File: config.mk
export PLATFORM = sky130hd
export DESIGN_NAME = split_stamp_counter
export DESIGN_NICKNAME = d
export VERILOG_FILES = /design/src/shared/stamp_pkg.sv /design/src/core/split_stamp_counter.sv
export SDC_FILE = /design/constraint.sdc
export NUM_CORES = 1
export LEC_CHECK = 0
export BUFFER_PORTS_ARGS = -buffer_cell sky130_fd_sc_hd__buf_4
export CAP_MARGIN = 20
export CORE_AREA = 2 2 186 188
export DETAILED_ROUTE_END_ITERATION = 12
export DIE_AREA = 0 0 188 190
export PLACE_DENSITY_LB_ADDON = 0.08
export SLEW_MARGIN = 20
export SYNTH_ARGS = -nofsm -noshare
export SYNTH_HDL_FRONTEND = slang
export SYNTH_SLANG_ARGS = --single-unit
File: constraint.sdc
create_clock -name pclk -period 3.08 [get_ports pclk]
set_input_delay 0.462 -clock pclk [delete_from_list [all_inputs] [get_ports pclk]]
set_output_delay 0.462 -clock pclk [all_outputs]
set_load 0.005 [all_outputs]
File: src/shared/stamp_pkg.sv
// Package with register map, command codes and timing constants for the split timestamp counter
//------------------------------------------------------------------------------
// Function
// - Reference mode splits counter into two parts
// - Reference edge clears low, increments high
// - Low counts sample cycles, high counts edges
// - Reset command zeroes both counter parts
// - Reset code clears; reference mode waits edge
// - Timeout in milliseconds readable and writable
// - Rising-edge code counts reference rising edges
// - Falling-edge code counts reference falling edges
// - Time word: hours, minutes, seconds fields
// - Date word: year, month, day fields
// - Mode 2h clears only on command
// - Mode 4h clears on every card start
// - Edge found latches host time and date
// - Missing reference input leaves counting unaffected
// - Source 100h counts full width internally
//------------------------------------------------------------------------------
package stamp_pkg;

  //----------------------------------------------------------------------------
  // Register indices (byte address is four times the index)
  //----------------------------------------------------------------------------
  localparam logic [15:0] IDX_STAMP_COMMAND  = 16'hB798;
  localparam logic [15:0] IDX_START_TIME     = 16'hB7B6;
  localparam logic [15:0] IDX_START_DATE     = 16'hB7B7;
  localparam logic [15:0] IDX_HOST_TIME      = 16'hB7B8;
  localparam logic [15:0] IDX_HOST_DATE      = 16'hB7B9;
  localparam logic [15:0] IDX_EDGE_WAIT      = 16'hB7C5;
  localparam logic [15:0] IDX_COUNT_LOW      = 16'hB7C6;
  localparam logic [15:0] IDX_COUNT_HIGH     = 16'hB7C7;
  localparam logic [15:0] IDX_IRQ_STATUS     = 16'hB7C8;
  localparam logic [15:0] IDX_IRQ_ENABLE     = 16'hB7C9;
  localparam logic [15:0] IDX_IRQ_CLEAR      = 16'hB7CA;
  localparam logic [15:0] IDX_SYNC_STATE     = 16'hB7CB;

  localparam int          ADDR_W             = 18;

  //----------------------------------------------------------------------------
  // Command codes and fields
  //----------------------------------------------------------------------------
  localparam int          CLEAR_BIT          = 0;
  localparam logic [7:0]  STAMPING_OFF_CODE  = 8'h00;
  localparam logic [7:0]  EXPLICIT_CLEAR     = 8'h02;
  localparam logic [7:0]  CLEAR_ON_START     = 8'h04;
  localparam logic [3:0]  FULL_WIDTH_COUNT   = 4'h1;
  localparam logic [3:0]  SPLIT_RISING_EDGE  = 4'h2;
  localparam logic [3:0]  SPLIT_FALLING_EDGE = 4'h4;
  localparam int          MODE_LSB           = 0;
  localparam int          SOURCE_LSB         = 8;

  //----------------------------------------------------------------------------
  // Reset values and status bits
  //----------------------------------------------------------------------------
  localparam logic [31:0] COMMAND_RESET      = 32'h0000_0000;
  localparam logic [31:0] EDGE_WAIT_RESET    = 32'h0000_03E8;
  localparam int          EVT_SYNC_DONE      = 0;
  localparam int          EVT_SYNC_TIMEOUT   = 1;
  localparam int          EVT_W              = 2;

  //----------------------------------------------------------------------------
  // Timing
  //----------------------------------------------------------------------------
  localparam int          CLK_PERIOD_NS      = 40;
  localparam int          MILLISECOND_NS     = 1000000;
  localparam int          MS_CYCLES          = MILLISECOND_NS / CLK_PERIOD_NS;

  typedef enum logic [1:0] {
    SYNC_IDLE = 2'b01,
    SYNC_WAIT = 2'b10
  } sync_state_t;

endpackage : stamp_pkg

File: src/core/split_stamp_counter.sv
// Split timestamp counter with reference-edge synchronised clear and APB registers
module split_stamp_counter #(
  parameter int unsigned MS_TICK_CYCLES = stamp_pkg::MS_CYCLES
) (
  // Clock and reset
  input  wire logic                         pclk,
  input  wire logic                         presetn,
  // APB slave
  input  wire logic                         psel,
  input  wire logic                         penable,
  input  wire logic                         pwrite,
  input  wire logic [stamp_pkg::ADDR_W-1:0] paddr,
  input  wire logic [31:0]                  pwdata,
  output logic      [31:0]                  prdata,
  output logic                              pready,
  output logic                              pslverr,
  // Reference pins and card events
  input  wire logic                         ref_clock,
  input  wire logic                         ref_fitted,
  input  wire logic                         card_start,
  // Timestamp outputs
  output logic      [31:0]                  stamp_high,
  output logic      [31:0]                  stamp_low,
  output logic                              stamp_enable,
  output logic                              irq
);
  import stamp_pkg::*;

  //----------------------------------------------------------------------------
  // State
  //----------------------------------------------------------------------------
  typedef struct packed {
    logic [31:0]    command;
    logic [31:0]    start_time;
    logic [31:0]    start_date;
    logic [31:0]    host_time;
    logic [31:0]    host_date;
    logic [31:0]    edge_wait;
    logic [31:0]    count_high;
    logic [31:0]    count_low;
    logic [EVT_W-1:0] irq_status;
    logic [EVT_W-1:0] irq_enable;
    sync_state_t    sync_state;
    logic [31:0]    ms_pre;
    logic [31:0]    ms_elapsed;
    logic           ref_meta;
    logic           ref_sync;
    logic           ref_last;
    logic           fit_meta;
    logic           fit_sync;
    logic [31:0]    rdata;
  } state_t;

  state_t cur;
  state_t nxt;

  logic [15:0]      word_idx;
  logic             wr_access;
  logic             rd_setup;
  logic             mapped;
  logic [7:0]       mode;
  logic [3:0]       source;
  logic             split;
  logic             ref_edge;
  logic             clear_now;
  logic [EVT_W-1:0] events;
  logic [EVT_W-1:0] clear_mask;
  logic [63:0]      full_count;

  assign word_idx = paddr[ADDR_W-1:2];
  assign wr_access = psel & penable & pwrite;
  assign rd_setup = psel & ~penable & ~pwrite;
  assign mode = cur.command[MODE_LSB +: 8];
  assign source = cur.command[SOURCE_LSB +: 4];

  always_comb begin
    unique case (word_idx)
      IDX_STAMP_COMMAND, IDX_START_TIME, IDX_START_DATE, IDX_HOST_TIME,
      IDX_HOST_DATE, IDX_EDGE_WAIT, IDX_COUNT_LOW, IDX_COUNT_HIGH,
      IDX_IRQ_STATUS, IDX_IRQ_ENABLE, IDX_IRQ_CLEAR, IDX_SYNC_STATE: mapped = 1'b1;
      default: mapped = 1'b0;
    endcase
  end

  //----------------------------------------------------------------------------
  // Counting and synchronised clear
  //----------------------------------------------------------------------------
  always_comb begin
    nxt = cur;
    events = '0;
    clear_mask = '0;
    clear_now = 1'b0;
    // Two flops before any logic sees the pins
    nxt.ref_meta = ref_clock;
    nxt.ref_sync = cur.ref_meta;
    nxt.ref_last = cur.ref_sync;
    nxt.fit_meta = ref_fitted;
    nxt.fit_sync = cur.fit_meta;
    full_count = {cur.count_high, cur.count_low} + 64'h1;

    // split only with a fitted reference
    split = cur.fit_sync &&
            (source == SPLIT_RISING_EDGE || source == SPLIT_FALLING_EDGE);
    ref_edge = (source == SPLIT_RISING_EDGE) ? (cur.ref_sync & ~cur.ref_last)
                                             : (~cur.ref_sync & cur.ref_last);

    if (mode != STAMPING_OFF_CODE) begin
      if (split) begin
        if (ref_edge) begin
          nxt.count_high = cur.count_high + 32'h1;
          nxt.count_low = 32'h0;
        end else begin
          nxt.count_low = cur.count_low + 32'h1;
        end
      end else begin
        nxt.count_high = full_count[63:32];
        nxt.count_low = full_count[31:0];
      end
    end

    if (card_start && mode == CLEAR_ON_START) begin
      clear_now = 1'b1;
    end

    // Millisecond prescaler only runs while waiting, so each wait starts aligned
    unique case (cur.sync_state)
      SYNC_IDLE: begin
        nxt.ms_pre = 32'h0;
        nxt.ms_elapsed = 32'h0;
      end
      SYNC_WAIT: begin
        if (split && ref_edge) begin
          nxt.start_time = cur.host_time;
          nxt.start_date = cur.host_date;
          clear_now = 1'b1;
          events[EVT_SYNC_DONE] = 1'b1;
          nxt.sync_state = SYNC_IDLE;
        end else if (cur.ms_elapsed >= cur.edge_wait) begin
          events[EVT_SYNC_TIMEOUT] = 1'b1;
          nxt.sync_state = SYNC_IDLE;
        end else if (cur.ms_pre == MS_TICK_CYCLES - 1) begin
          nxt.ms_pre = 32'h0;
          nxt.ms_elapsed = cur.ms_elapsed + 32'h1;
        end else begin
          nxt.ms_pre = cur.ms_pre + 32'h1;
        end
      end
    endcase

    //--------------------------------------------------------------------------
    // APB writes
    //--------------------------------------------------------------------------
    if (wr_access) begin
      unique case (word_idx)
        IDX_STAMP_COMMAND: begin
          // command holds ORed codes; clear bit is not stored
          nxt.command = pwdata & ~(32'h1 << CLEAR_BIT);
          if (pwdata[CLEAR_BIT]) begin
            // reference mode waits for an edge
            if (cur.fit_sync && (pwdata[SOURCE_LSB +: 4] == SPLIT_RISING_EDGE ||
                                 pwdata[SOURCE_LSB +: 4] == SPLIT_FALLING_EDGE)) begin
              nxt.sync_state = SYNC_WAIT;
              nxt.ms_pre = 32'h0;
              nxt.ms_elapsed = 32'h0;
            end else begin
              clear_now = 1'b1;
            end
          end
        end
        // time word layout kept as written
        IDX_START_TIME: nxt.start_time = pwdata;
        // date word layout kept as written
        IDX_START_DATE: nxt.start_date = pwdata;
        IDX_HOST_TIME:  nxt.host_time = pwdata;
        IDX_HOST_DATE:  nxt.host_date = pwdata;
        IDX_EDGE_WAIT:  nxt.edge_wait = pwdata;
        IDX_IRQ_ENABLE: nxt.irq_enable = pwdata[EVT_W-1:0];
        IDX_IRQ_CLEAR:  clear_mask = pwdata[EVT_W-1:0];
        default: ;
      endcase
    end

    if (clear_now) begin
      nxt.count_high = 32'h0;
      nxt.count_low = 32'h0;
    end

    // New events win over a clear in the same cycle
    nxt.irq_status = (cur.irq_status & ~clear_mask) | events;

    //--------------------------------------------------------------------------
    // APB read data, captured in the setup phase
    //--------------------------------------------------------------------------
    if (rd_setup) begin
      unique case (word_idx)
        IDX_STAMP_COMMAND: nxt.rdata = cur.command;
        IDX_START_TIME:    nxt.rdata = cur.start_time;
        IDX_START_DATE:    nxt.rdata = cur.start_date;
        IDX_HOST_TIME:     nxt.rdata = cur.host_time;
        IDX_HOST_DATE:     nxt.rdata = cur.host_date;
        IDX_EDGE_WAIT:     nxt.rdata = cur.edge_wait;
        IDX_COUNT_LOW:     nxt.rdata = cur.count_low;
        IDX_COUNT_HIGH:    nxt.rdata = cur.count_high;
        IDX_IRQ_STATUS:    nxt.rdata = {{(32-EVT_W){1'b0}}, cur.irq_status};
        IDX_IRQ_ENABLE:    nxt.rdata = {{(32-EVT_W){1'b0}}, cur.irq_enable};
        IDX_SYNC_STATE:    nxt.rdata = {31'h0, cur.sync_state == SYNC_WAIT};
        default:           nxt.rdata = 32'h0;
      endcase
    end
  end

  always_ff @(posedge pclk or negedge presetn) begin
    if (!presetn) begin
      cur <= '0;
      cur.command <= COMMAND_RESET;
      cur.edge_wait <= EDGE_WAIT_RESET;
      cur.sync_state <= SYNC_IDLE;
    end else begin
      cur <= nxt;
    end
  end

  //----------------------------------------------------------------------------
  // Outputs
  //----------------------------------------------------------------------------
  assign prdata = cur.rdata;
  assign pready = 1'b1;
  assign pslverr = psel & penable & ~mapped;
  assign stamp_high = cur.count_high;
  assign stamp_low = cur.count_low;
  assign stamp_enable = (mode != STAMPING_OFF_CODE);
  assign irq = |(cur.irq_status & cur.irq_enable);

endmodule : split_stamp_counter

# Word level (Yosys, flattened, before mapping)
# Index checks and enable logic that the tools add are counted.
word_totals:
  output_inout_bits: 100
  ff_bits: 362
  mem_count: 0
  wordCells: 119
  romBits: 0
  in_bits: 58
  ram_bits: 0
  latchBits: 0
op_classes:
  muxes: 41
  div: 0
  shift: 0
  eq_ne: 21
  n_reduce_logical: 16
  magnitude_cmp: 1
  multipliers: 0
  bitwise_logic: 16
  n_addsub: 5
ops:
  columns: ["cell", "n"]
  rows:
  - ["two-way mux 64 bit", 7]
  - ["case mux 32 bit (11 select lines)", 1]
  - ["two-way mux 32 bit", 9]
  - ["two-way mux 66 bit", 4]
  - ["== test 16 bit (second input constant)", 12]
  - ["two-way mux 160 bit", 1]
  - ["adder 32 x 1 -> 32 bit (second input constant)", 4]
  - ["case mux 64 bit (2 select lines)", 1]
  - ["adder 64 x 1 -> 64 bit (second input constant)", 1]
  - ["== test 32 x 15 -> 1 bit (second input constant)", 1]
  - ["greater-or-equal comparator 32 bit", 1]
  - ["two-way mux 1 bit", 12]
  - ["two-way mux 2 bit", 6]
  - ["AND reduction 2 bit", 6]
  - ["OR reduction 12 bit", 1]
  - ["== test 4 x 2 -> 1 bit (second input constant)", 2]
  - ["== test 4 x 3 -> 1 bit (second input constant)", 2]
  - ["nonzero test 8 bit", 1]
  - ["AND 1 bit", 7]
  - ["== test 7 x 2 -> 1 bit (second input constant)", 1]
  - ["inverter 1 bit", 5]
  - ["AND 2 bit", 2]
  - ["logical AND 1 bit", 4]
  - ["!= test 3 x 1 -> 1 bit (second input constant)", 1]
  - ["7 further kinds", 8]

# Longest topological paths before layout
depth:
  ltp_word: 12
  mapped_depth: 11
  mapped_depth_nobuf: 8

# Worst setup path before layout
# Ideal clock, no wire load.
synth_timing:
  path_kind: "reg-to-reg"
  startpoint: "register cur[37] in the netlist's numbering"
  endpoint: "register cur[100] in the netlist's numbering"
  path_buffers: 2
  stages_incl_launch_ff: 11
  t_required_ns: 2.993
  period_less_slack_ns: 2.701
  setup_time_ns: 0.087
  slack_ns: 0.379
  arrival_time_ns: 2.614
  cell_sequence: "dfrtp_1 inv_1 ha_1 nand2b_4 a2111oi_4 a2111oi_2 o41a_1 buf_2 buf_6 or4_1 a211oi_2"
synth_rtl:
  columns: ["item", "line", "text"]
  rows:
  - ["start: declaration", "split_stamp_counter.sv:54", "state_t cur;"]
  - ["start signal: assignment", "split_stamp_counter.sv:219", "cur <= nxt;"]

==> impl_metrics.tcl <==
set metrics [dict create \
    die-area_um2 35700 \
    drive_gt1_share_pct 23.9 \
    clk_pin_slew_ns 0.06 \
    cts_setup_buffers 0 \
    cp_data_required_time_ns 3.52 \
    postSynthCellCount 1976 \
    hold_viol 0 \
    grt_util_met1_pct 48.2 \
    drc_errors 0 \
    avgSynthCellArea_um2 10.2 \
    cts_root_buf "clkbuf_16" \
    p_int_uw 7850 \
    fin_setup_tns_ns 0 \
    power.switching_uw 2340 \
    tritoncts "done" \
    ys.warnings.count 0 \
    synth.distinct_cells 86 \
    total_power_uw 10200 \
    ys_ff_latch 362 \
    r2r_cells 9 \
    fin_skew_ns 0.0195 \
    max_cap_viol_count 0 \
    timing.rr.start "cur[37]$_DFF_PN0_" \
    combPwrFrac_pct 4.3 \
    cts_sinks 362 \
    antenna_found_initial 1 \
    cp-end-kind "register" \
    worst_skew_pair.late_latency_ns 0.55 \
    finalMaxSlewViolations 0 \
    syn-num-nets 2070 \
    gp_congestion 0.927 \
    p_per_area_nw_per_um2 445 \
    fin_crit_sh_pct 97.2 \
    synthArstFlopShare_pct 100 \
    whs_path_depth 1 \
    holdCritStartpoint "ref_fitted" \
    switching_share_pct 22.9 \
    syn_area_um2 20100 \
    critical_path_class "register to register" \
    io_pins 158 \
    grt_max_degree 80 \
    cts-htree-levels 2 \
    wl_um 61300 \
    hp-class "input pin to register" \
    power_frac_seq_pct 48.0 \
    grt_pass1_wl_um 95300 \
    holdWs_ns 0.0186 \
    drt_iter0_drc 1553 \
    grt_pass1_vias 16372 \
    setup_violations 0 \
    ys_seq_area_share_pct 45.1 \
    critPathMaxFanout 49 \
    startpoint_type "register" \
    clockBufferDepth 3 \
    gr-total-overflow 0 \
    worst_pin_slew_ns 1.09 \
    layout.nets 2135 \
    worst_ep_arrival_time_ns 3.43 \
    row_count 68 \
    area_growth_pct 14.0 \
    p_clk_share_pct 47.7 \
    peakVddDrop_uv 402 \
    rsz0062_at_grt "no" \
    p_leak_uw 0.00997 \
    final_util_pct 67.5 \
    finalCriticalPeriod_ns 2.99 \
    timing.fmax_mhz 334 \
    grt_use_total_pct 34.4 \
    vias_per_cell 6.73 \
    hpwl_um 41200 \
    status "complete, no violations" \
    numCtsBuffers 41 \
    gr-usage-met3_pct 8.06 \
    die_w_um 188 \
    cp-startpoint "cur[37]$_DFF_PN0_" \
    grtUsageMet2_pct 52.2 \
    slew_headroom_pct 27.5 \
    io_buffers 154 \
    synth_edf_count 0 \
    die_height_um 190 \
    drt_first_pass_iters 5 \
    grt-busiest-layer "met2" \
    vias 16997 \
    postRouteAntennaNets 0 \
    wire_per_inst_um 24.3 \
    core_um2 33900 \
    start_util_pct 59.2 \
    synth-main-ff-cell "dfrtp_1" \
]
==> stage by stage <==
| step | instance area, um2 | std cells | setup WS (ns) |
|---|---|---|---|
| 6_report | 22900 | 2524 | 0.0852 |
| 2_1_floorplan | 20100 | 1976 | 0.379 |
| 3_3_place_gp | 21500 | 2452 | 0.231 |
| 4_1_cts | 22900 | 2523 | 0.112 |
| 5_1_grt | 22900 | 2524 | 0.00140 |
| 3_5_place_dp | 21500 | 2452 | 0.119 |
==> Yosys cell counts, drive strengths merged, types with 20 or more instances <==
cell type | n | share of area [%]
a211oi | 35 | 1.4
a21oi | 129 | 3.2
a221oi | 58 | 2.5
a22o | 60 | 2.6
a31oi | 30 | 0.93
and3 | 28 | 0.87
and4 | 20 | 0.87
buf | 133 | 4.6
clkbuf | 95 | 1.8
dfrtp | 355 | 44
ha | 36 | 2.2
inv | 55 | 1.0
mux2 | 126 | 7.1
mux2i | 71 | 3.5
nand2 | 104 | 1.9
nand3 | 69 | 1.7
nand4 | 56 | 1.8
nor2 | 101 | 1.9
nor4 | 22 | 0.96
o21ai | 73 | 1.8
o31ai | 75 | 2.9
or3 | 29 | 0.90
or4 | 74 | 2.8
==> flip-flops by register name, indices dropped and copies added, names as in the netlist <==
name and cells:
stamp_low 32, stamp_high 32, prdata 32, cur 266
==> per-layer routing <==
layer / share of wire (%) / vias up
met4: 3.5 / 0
li1: - / 7602
met3: 8.9 / 111
met2: 45 / 756
met5: 0 / -
met1: 42 / 8528
==> timing repair <==
action / 4_1_cts / 5_1_grt
hold buffers: 1 / 0
endpoints found under the setup margin: 0 / 28
gates resized for setup: 0 / 5
hold endpoints to repair: 58 / 0
==> placed cells by master, fill, tap and decap left out, drive strengths merged, types with 35 or more instances in the layout <==
master,synthesis,final
dfrtp,355,355
buf,133,249
a21oi,129,129
mux2,126,126
nand2,104,104
nor2,101,101
o31ai,75,75
or4,74,74
o21ai,73,73
mux2i,71,71
nand3,69,69
a22o,60,60
a221oi,58,58
inv,55,56
nand4,56,56
clkbuf,95,56
ha,36,36
a211oi,35,35
==> logic make-up after synthesis <==
| group | Yosys count | share of synthesized area [%] |
|---|---|---|
| other cells | 1 | 0.0187 |
| compound gates | 514 | 17.8 |
| xor+xnor | 13 | 0.567 |
| mux | 197 | 10.6 |
| simple gates | 570 | 16.2 |
| flops | 362 | 45.1 |
| fa+ha+maj | 36 | 2.24 |
| buf+inv | 283 | 7.37 |
==> power by group through the flow <==
stage          sequential [uW]  combinational, uW  clock [uW]
2_1_floorplan             4940                193           0
3_3_place_gp              4970                431           0
3_5_place_dp              4970                441           0
4_1_cts                   4890                443        4890
5_1_grt                   4890                485        5090
6_report                  4890                437        4860
==> final timing paths <==
kind | to | slack, ns
worst max register to register | cur[84]$_DFF_PN0_ | 0.09
max in group asynchronous | cur[178]$_DFFE_PN1P_ | 1.75
worst max-delay path | cur[84]$_DFF_PN0_ | 0.09
worst min register to register | cur[32]$_DFF_PN0_ | 0.36
worst min-delay path | cur[33]$_DFF_PN0_ | 0.02
min in group asynchronous | cur[97]$_DFF_PN0_ | 0.48
==> area by class of cell <==
class / instances / area, um2
inverter: 55 / 206
clock buffer: 56 / 1210
sequential: 362 / 9070
antenna: 1 / 2.50
clock inverter: 14 / 118
tap: 455 / 569
fill: 2606 / 11000
timing repair buffer: 250 / 2090
multi-input combinational: 1331 / 9650
==> worst max-delay path: stages, from the launching register on <==
cell and delay [ns]:
dfrtp_1 0.41, inv_1 0.08, ha_1 0.29, nand2b_4 0.15, a2111oi_4 0.36, a2111oi_2 0.10
o41a_2 0.46, buf_12 0.20, or4_1 0.52, a211oi_1 0.29
Note: power is estimated with default switching activity, not from simulation.
